$ cat config.mk
export PLATFORM = sky130hd
export DESIGN_NAME = hise_top
export DESIGN_NICKNAME = d
export VERILOG_FILES = /design/src/pkg/hise_pkg.sv /design/src/hw/hise_edge.sv /design/src/hw/hise_top.sv
export SDC_FILE = /design/constraint.sdc
export NUM_CORES = 1
export LEC_CHECK = 0
export ABC_AREA = 0
export BUFFER_PORTS_ARGS = -buffer_cell sky130_fd_sc_hd__buf_2
export CAP_MARGIN = 20
export CORE_MARGIN = 5
export CORE_UTILIZATION = 55
export DETAILED_ROUTE_END_ITERATION = 16
export MAX_ROUTING_LAYER = met4
export PLACE_DENSITY = 0.79
export SYNTH_ARGS = -nofsm -noshare
export SYNTH_HDL_FRONTEND = slang
export SYNTH_HIERARCHICAL = 1
export SYNTH_SLANG_ARGS = --single-unit
$ cat constraint.sdc
create_clock -name ref_clk -period 1.9 [get_ports ref_clk]
set_input_delay 0.19 -clock ref_clk [delete_from_list [all_inputs] [get_ports ref_clk]]
set_output_delay 0.19 -clock ref_clk [all_outputs]
set_load 0.005 [all_outputs]
$ cat src/pkg/hise_pkg.sv
// Package: register map, field positions and reset values of the host interrupt block
package hise_pkg;
	localparam int unsigned HISE_AW = 8;
	localparam int unsigned HISE_DW = 32;
	// Register indices, byte address is four times the index
	localparam logic [7:0] HISE_IDX_FLAGS = 8'h03;
	localparam logic [7:0] HISE_IDX_ENABLES = 8'h04;
	localparam logic [7:0] HISE_IDX_EN_CLEAR = 8'h05;
	localparam logic [7:0] HISE_IDX_TALLY = 8'h06;
	localparam logic [7:0] HISE_ADDR_FLAGS = 8'h0C;
	localparam logic [7:0] HISE_ADDR_ENABLES = 8'h10;
	localparam logic [7:0] HISE_ADDR_EN_CLEAR = 8'h14;
	localparam logic [7:0] HISE_ADDR_TALLY = 8'h18;
	// Bit positions
	localparam int unsigned HISE_B_OVERRUN = 0;
	localparam int unsigned HISE_B_FRAME_START = 2;
	localparam int unsigned HISE_B_RESUME = 3;
	localparam int unsigned HISE_B_FATAL = 4;
	localparam int unsigned HISE_B_ROLLOVER = 5;
	localparam int unsigned HISE_B_ROOT_HUB = 6;
	localparam int unsigned HISE_B_MASTER = 31;
	localparam int unsigned HISE_B_FRAME_MSB = 15;
	localparam int unsigned HISE_TALLY_LSB = 16;
	// Writable masks; fatal error bit is absent from the flag mask
	localparam logic [31:0] HISE_FLAG_MASK = 32'h0000_006D;
	localparam logic [31:0] HISE_ENABLE_MASK = 32'h8000_007D;
	localparam logic [31:0] HISE_RESET_VAL = 32'h0000_0000;
	localparam logic [1:0] HISE_TALLY_RESET = 2'h0;
endpackage

$ cat src/hw/hise_edge.sv
// Edge detector for a synchronised vector of event sources
`timescale 1ns/1ps
module hise_edge #(
	parameter int unsigned W = 1
) (
	// Clock and reset
	input wire logic ref_clk,
	input wire logic reset_n,
	// Level in, change pulse out
	input wire logic [W-1:0] level_in,
	output logic [W-1:0] rise,
	output logic [W-1:0] change
);
	logic [W-1:0] prev_r;

	// Holds previous level; reset value equals idle so no false edge
	always_ff @(posedge ref_clk) begin
		if (!reset_n) begin
			prev_r <= '0;
		end else begin
			prev_r <= level_in;
		end
	end

	assign rise = level_in & ~prev_r;
	assign change = level_in ^ prev_r;
endmodule

$ cat src/hw/hise_top.sv
// Interrupt status and enable registers of the host controller
`timescale 1ns/1ps
// Function
// - Any tracked event sets its flag whether or not it is enabled.
// - The interrupt request is high while a flag, its enable and the master gate are all set.
// - Writing 1 clears a flag, writing 0 leaves it, and software can never set one.
// - The root hub change flag at bit 6 sets when any root port status bit changes.
// - The rollover flag at bit 5 sets on each toggle of frame number bit 15.
// - The fatal system error flag at bit 4 always reads zero.
// - The resume flag at bit 3 sets when device resume signalling starts, not on software resume.
// - Each frame start sets the frame start flag at bit 2 and emits a start-of-frame token.
// - The overrun flag at bit 0 sets on a schedule overrun.
// - Each overrun increments the two-bit overrun tally, wrapping.
// - Writing the enable register sets bits written 1 and leaves the rest.
// - Reading the enable register returns its stored value.
// - The master gate at bit 31 gates all interrupts; writing 1 sets it, 0 does nothing.
// - Writing 1 to the enable clear register clears the enable bit, 0 leaves it.
module hise_top #(
	parameter int unsigned PORT_STATUS_W = 64
) (
	// Clock and reset
	input wire logic ref_clk,
	input wire logic reset_n,
	// Register port
	input wire logic [hise_pkg::HISE_AW-1:0] reg_addr,
	input wire logic [hise_pkg::HISE_DW-1:0] reg_wdata,
	input wire logic reg_wr,
	input wire logic reg_rd,
	output logic [hise_pkg::HISE_DW-1:0] reg_rdata,
	// Event sources, asynchronous levels from the controller core
	input wire logic [PORT_STATUS_W-1:0] root_port_status,
	input wire logic frame_number_msb,
	input wire logic device_resume,
	input wire logic resume_state_entry,
	input wire logic frame_boundary,
	input wire logic schedule_overrun,
	// Outputs
	output logic sof_token,
	output logic [1:0] overrun_tally,
	output logic host_irq
);
	import hise_pkg::*;

	localparam int unsigned NS = PORT_STATUS_W + 5;

	logic [NS-1:0] raw_in;
	logic [NS-1:0] sync1_r;
	logic [NS-1:0] sync2_r;
	logic [NS-1:0] rise;
	logic [NS-1:0] change;
	logic [31:0] flags_r;
	logic [31:0] flags_nxt;
	logic [31:0] enables_r;
	logic [31:0] enables_nxt;
	logic [1:0] tally_r;
	logic [1:0] tally_nxt;
	logic [31:0] rdata_r;
	logic [31:0] rdata_nxt;
	logic sof_r;
	logic [31:0] events;
	logic [31:0] clr_flags;
	logic [31:0] set_en;
	logic [31:0] clr_en;
	logic wr_flags;
	logic wr_en;
	logic wr_en_clr;
	logic ev_root;
	logic ev_roll;
	logic ev_resume;
	logic ev_frame;
	logic ev_overrun;
	logic resume_sw_r;

	// Bit layout of the synchroniser vector
	assign raw_in = {root_port_status, frame_number_msb, device_resume, frame_boundary,
		schedule_overrun, resume_state_entry};

	// Two-stage synchroniser, first stage read only by the second
	always_ff @(posedge ref_clk) begin
		if (!reset_n) begin
			sync1_r <= '0;
			sync2_r <= '0;
		end else begin
			sync1_r <= raw_in;
			sync2_r <= sync1_r;
		end
	end

	hise_edge #(
		.W(NS)
	) u_edge (
		.ref_clk(ref_clk),
		.reset_n(reset_n),
		.level_in(sync2_r),
		.rise(rise),
		.change(change)
	);

	// Software resume entry is a level; suppress resume detect while it stands
	always_ff @(posedge ref_clk) begin
		if (!reset_n) begin
			resume_sw_r <= 1'b0;
		end else begin
			resume_sw_r <= sync2_r[0];
		end
	end

	// Event decode
	// any port change
	assign ev_root = |change[NS-1:5];
	assign ev_roll = change[4];
	assign ev_resume = rise[3] & ~sync2_r[0] & ~resume_sw_r;
	assign ev_frame = rise[2];
	assign ev_overrun = rise[1];

	always_comb begin
		events = '0;
		events[HISE_B_ROOT_HUB] = ev_root;
		events[HISE_B_ROLLOVER] = ev_roll;
		events[HISE_B_RESUME] = ev_resume;
		events[HISE_B_FRAME_START] = ev_frame;
		events[HISE_B_OVERRUN] = ev_overrun;
	end

	// Write decode; reg_addr is matched against the byte addresses, not the register indices
	// flags access
	assign wr_flags = reg_wr && (reg_addr == HISE_ADDR_FLAGS);
	assign wr_en = reg_wr && (reg_addr == HISE_ADDR_ENABLES);
	assign wr_en_clr = reg_wr && (reg_addr == HISE_ADDR_EN_CLEAR);
	assign clr_flags = wr_flags ? (reg_wdata & HISE_FLAG_MASK) : '0;
	assign set_en = wr_en ? (reg_wdata & HISE_ENABLE_MASK) : '0;
	assign clr_en = wr_en_clr ? (reg_wdata & HISE_ENABLE_MASK) : '0;

	assign flags_nxt = ((flags_r & ~clr_flags) | events) & HISE_FLAG_MASK;
	assign enables_nxt = ((enables_r | set_en) & ~clr_en) & HISE_ENABLE_MASK;
	assign tally_nxt = ev_overrun ? 2'(tally_r + 2'h1) : tally_r;

	// Read mux; unmapped addresses answer zero
	// enables read back
	always_comb begin
		rdata_nxt = '0;
		if (reg_rd) begin
			unique case (reg_addr)
				HISE_ADDR_FLAGS: rdata_nxt = flags_r;
				HISE_ADDR_ENABLES: rdata_nxt = enables_r;
				HISE_ADDR_EN_CLEAR: rdata_nxt = enables_r;
				HISE_ADDR_TALLY: rdata_nxt = {14'h0000, tally_r, 16'h0000};
				default: rdata_nxt = '0;
			endcase
		end
	end

	// Register state
	// reset to zero
	always_ff @(posedge ref_clk) begin
		if (!reset_n) begin
			flags_r <= HISE_RESET_VAL;
			enables_r <= HISE_RESET_VAL;
			tally_r <= HISE_TALLY_RESET;
			rdata_r <= '0;
			sof_r <= 1'b0;
		end else begin
			flags_r <= flags_nxt;
			enables_r <= enables_nxt;
			tally_r <= tally_nxt;
			rdata_r <= rdata_nxt;
			sof_r <= ev_frame;
		end
	end

	assign reg_rdata = rdata_r;
	assign overrun_tally = tally_r;
	assign sof_token = sof_r;
	assign host_irq = enables_r[HISE_B_MASTER] & |(flags_r & enables_r & HISE_FLAG_MASK);
endmodule

==> Yosys cells after proc, flatten, opt, wreduce, memory -nomap -nowiden <==
Index checks and enable logic that the tools add are counted.
{ "op_classes": {"addsub": 1, "n_bitwise": 15, "reduce_logical": 7, "mux": 4, "n_eq_ne": 4} }
{ "ops": {"columns": ["operator", "count"], "rows": [
  ["case mux 32 bit (3 select lines)", 1],
  ["bitwise XOR 69 bit", 1],
  ["2-to-1 mux 32 bit", 2],
  ["OR reduction 64 bit", 1],
  ["bitwise AND 32 bit", 1],
  ["inverter 32 bit", 1],
  ["OR 32 bit", 1],
  ["equality test 8 x 5 -> 1 bit (second input constant)", 3],
  ["bitwise AND 7 bit", 2],
  ["equality test 8 x 4 -> 1 bit (second input constant)", 1],
  ["2-to-1 mux 7 bit", 1],
  ["inverter 7 bit", 1],
  ["OR 7 bit", 1],
  ["OR reduction 5 bit", 1],
  ["bitwise AND 4 bit", 1],
  ["inverter 4 bit", 1],
  ["bitwise AND 1 bit", 3],
  ["logical AND 1 bit", 3],
  ["adder 2 x 1 -> 2 bit (second input constant)", 1],
  ["inverter 1 bit", 2],
  ["AND reduction 2 bit", 1],
  ["OR reduction 2 bit", 1]
]} }
{ "totals": {"output_inout_bits": 36, "regBits": 255} }

==> Depth between registers and ports, before layout <==
{ "depth": {"word_depth": 6, "mapped_depth": 7} }

==> Cells and area by module <==
Netlist, hierarchy kept.
{ "modules_own_cells": {"columns": ["module", "cells_each", "area_each_um2", "instances", "seq_area_each_um2"], "rows": [
  ["hise_top", 447, 5011.1, 1, 3263.1],
  ["hise_edge", 352, 3261.9, 1, 1381.3]
]} }

==> Worst setup path before layout <==
No wires, ideal clock.
{ "synth_timing": {"path_type": "in2reg", "startpoint": "in reg_addr[1] (netlist name)", "endpoint": "reg flags_r[3]", "cell_stages": 4, "required_time_ps": 1785, "setup_ps": 115, "t_arrival_ps": 1329, "path_buffers": 0, "setup_slack_ps": 457, "path_cell_list": "or3_4 -> nor4_4 -> a31oi_1 -> o21a_1"} }
{ "synth_between": {"elab_chain_len": 6} }
{ "synth_lines": {"columns": ["element", "line_no", "rtl"], "rows": [
  ["start: declaration", "hise_top.sv:25", "input wire logic [hise_pkg::HISE_AW-1:0] reg_addr,"],
  ["equality test 8 x 4 -> 1 bit", "hise_top.sv:127", "assign wr_flags = reg_wr && (reg_addr == HISE_ADDR_FLAGS);"],
  ["logical AND 1 bit", "hise_top.sv:127", null],
  ["2-to-1 mux 7 bit", "hise_top.sv:130", "assign clr_flags = wr_flags ? (reg_wdata & HISE_FLAG_MASK) : '0;"],
  ["inverter 7 bit", "hise_top.sv:134", "assign flags_nxt = ((flags_r & ~clr_flags) | events) & HISE_FLAG_MASK;"],
  ["bitwise AND 7 bit", "hise_top.sv:134", null],
  ["OR 7 bit", "hise_top.sv:134", null],
  ["end signal: assignment", "hise_top.sv:163", "flags_r <= flags_nxt;"],
  ["end: declaration", "hise_top.sv:51", "logic [31:0] flags_r;"]
]} }
Every way passes these cells.
A chain may end at the register's enable or synchronous reset.

==> Final worst setup path <==
{ "layout_timing": {"startpoint": "reg u_edge.prev_r[6]", "endpoint": "reg flags_r[6]"} }
{ "layout_between": {"elab_chain_len": 3} }
{ "layout_lines": {"columns": ["element", "line_no", "rtl"], "rows": [
  ["start: declaration", "hise_edge.sv:14", "logic [W-1:0] prev_r;"],
  ["start signal: assignment", "hise_edge.sv:21", "prev_r <= level_in;"],
  ["bitwise XOR 69 bit", "hise_edge.sv:26", "assign change = level_in ^ prev_r;"],
  ["net change[6]", "hise_top.sv:50", "logic [NS-1:0] change;"],
  ["OR reduction 64 bit", "hise_top.sv:110", "assign ev_root = |change[NS-1:5];"],
  ["OR 7 bit", "hise_top.sv:134", null]
]} }
The timed path passes the listed nets, and every way through them passes these cells.

==> out/results.txt <==
post-CTS setup buffer count: 0
H-tree depth: 1
total congestion overflow: 0
Mapped Area: 8214 µm²
CTS buffer count: 23
DR vias/cell: 4.350
initial antenna violation count: 0
Die Area: 17480 µm²
Max Buffers Root-to-Sink: 3
CP arrival: 2.15 ns
largest net degree at the start of global routing: 67
I/O Buffers: 100
GPL Wtd Cong: 0.8105
clock sink total: 231
first-pass GRT wire length: 23.23 mm
worst slew pin tran: 0.5156 ns
ratio of cells with drive above 1 in the final layout: 18.66%
CP Capture Type: flop
worst hold slack: 0.04536 ns
CORE AREA: 14590 µm²
worst-skew pair later-pin latency: 0.50 ns
# nets final: 1151
Post-route DRC: 0
Overall Power: 10.16 mW
VDD IR max: 0.8232 mV
worst setup path class: flop to flop
Starting DRT DRC Count: 187
HP Class: input port to flop
critical path required time: 2.27 ns
Max FO, Critical Path: 1
row count: 44
number of global-route vias before repair: 5151
worst rel slew slack: 65.63%
detailed-route wire length per cell: 11.83 µm
Clock Power Share: 43.5%
Cell Pwr Density: 974.4 nW/µm²
CTS tree: done
Layout area overhead: 26.99%
post-route cell area: 10430 µm²
Global Route Usage Sum: 15.98%
fmax: 560.0 MHz
DP HPWL: 8.174 mm
status: complete, no violations
routed via count: 5090
Setup-failing EPs final: 0
DR pass1 iterations: 4
I/O pin cnt: 149
Initial Util: 56.30%
root buf cell: clkbuf_16
Worst-path clk slew: 0.06 ns
final WL: 13.84 mm
Synth Warn #: 6
CP Launch Type: flop
die height: 132.2 µm
final hold violation count: 0
Flop pwr share: 50.1%
skew final: 0.01617 ns
P_sw: 2.072 mW
# diodes: 0
Int Pwr: 8.092 mW
syn avg cell area: 10.38 µm²
Gate Count Post-Synth: 791
Final Max Tran Viols: 0
Area after DPL: 8831 µm²
Sw Ratio: 20.39%
number of max-cap violations: 0
Comb power frac: 6.4%
crit share post-route: 93.98%
Leak: 4.996 nW
Routed Antenna Nets: 0
Final min period: 1.786 ns
Die Wd: 132.2 µm
## path summary, 6_finish.rpt
| kind | from | endpoint | slack (ns) | cells after the start |
|---|---|---|---|---|
| hold / removal | reg_wdata[31] | enables_r[31]$_SDFF_PN0_ | 0.05 | 4 |
| hold reg to reg | sync1_r[13]$_SDFF_PN0_ | sync2_r[13]$_SDFF_PN0_ | 0.43 | 1 |
| setup / recovery | u_edge/prev_r[6]$_SDFF_PN0_ | flags_r[6]$_SDFF_PN0_ | 0.11 | 8 |
| setup reg to reg | u_edge/prev_r[6]$_SDFF_PN0_ | flags_r[6]$_SDFF_PN0_ | 0.11 | 8 |
## state kept, by name, summed over array words and instances (netlist names)
name and count:
resume_sw_r 1, enables_r 7, sof_token 1, reg_rdata 9, flags_r 5, overrun_tally 2
sync2_r 69, u_edge/prev_r 68, sync1_r 69
## power groups by stage
stage	clock (mW)	combinational (mW)	sequential (mW)
after detailed placement	0	0.492	5.20
after global placement	0	0.483	5.19
after global routing	4.73	0.745	5.11
final	4.42	0.653	5.09
after floorplan	0	0.337	5.18
after CTS	4.52	0.617	5.09
## per-stage QoR
stage	instances	setup WS (ns)	utilization, %	TNS [ns]
3_3_place_gp	1058	-0.03942	60.53	-0.03942
4_1_cts	1170	0.02340	70.72	0
3_5_place_dp	1058	-0.01716	60.53	-0.01716
2_1_floorplan	813	0.4568	-	0
5_1_grt	1170	-0.02513	71.50	-0.02513
6_report	1170	0.1144	71.50	0
## critical path: stages (launching register included)
cell and delay [ns]:
dfxtp_1 0.31, inv_1 0.04, ha_1 0.26, inv_1 0.04, nor4_1 0.34, nand4_1 0.17
nor4_2 0.30, buf_4 0.15, a21oi_1 0.05
## routing by layer
layer | up-vias | GRT usage [%] | share of wire (%)
li1 | 2659 | - | -
met1 | 2300 | 18.79 | 44
met2 | 107 | 27.79 | 50
met3 | 24 | 3.321 | 4.1
met4 | 0 | 4.355 | 2.1
met5 | - | - | 0
## timing repair
item | CTS | global route
setup endpoints to repair | 1 | 1
hold buffers | 71 | 0
endpoints found under the hold margin | 72 | 0
pin swaps | 0 | 5
gates resized for setup | 3 | 21
## layout make-up
| cell class | instances | area (µm²) |
|---|---|---|
| fillers | 1014 | 4158 |
| repair buffers | 180 | 1306 |
| well taps | 184 | 230.2 |
| inverters | 145 | 544.3 |
| multi-input cells | 389 | 2965 |
| clock buffers | 33 | 663.1 |
| clock inverters | 8 | 93.84 |
| flip-flops and latches | 231 | 4628 |
## placed cells by master (no fill, tap or decap), types with 5 or more instances in the layout
cell type,instances
clkinv_2,5
clkbuf_1,5
o21ai_0,6
buf_2,99
nor4_4,5
clkbuf_8,5
dfxtp_1,228
a22oi_1,6
conb_1,23
nor4_1,6
dlygate4sd3_1,71
or3_1,6
and2_1,196
inv_1,140
and2_2,15
nand4_1,5
nor2_1,9
buf_4,8
ha_1,66
a21oi_1,7
clkbuf_16,23
nor4_2,7
No activity file was read; power rests on OpenSTA's default activity.
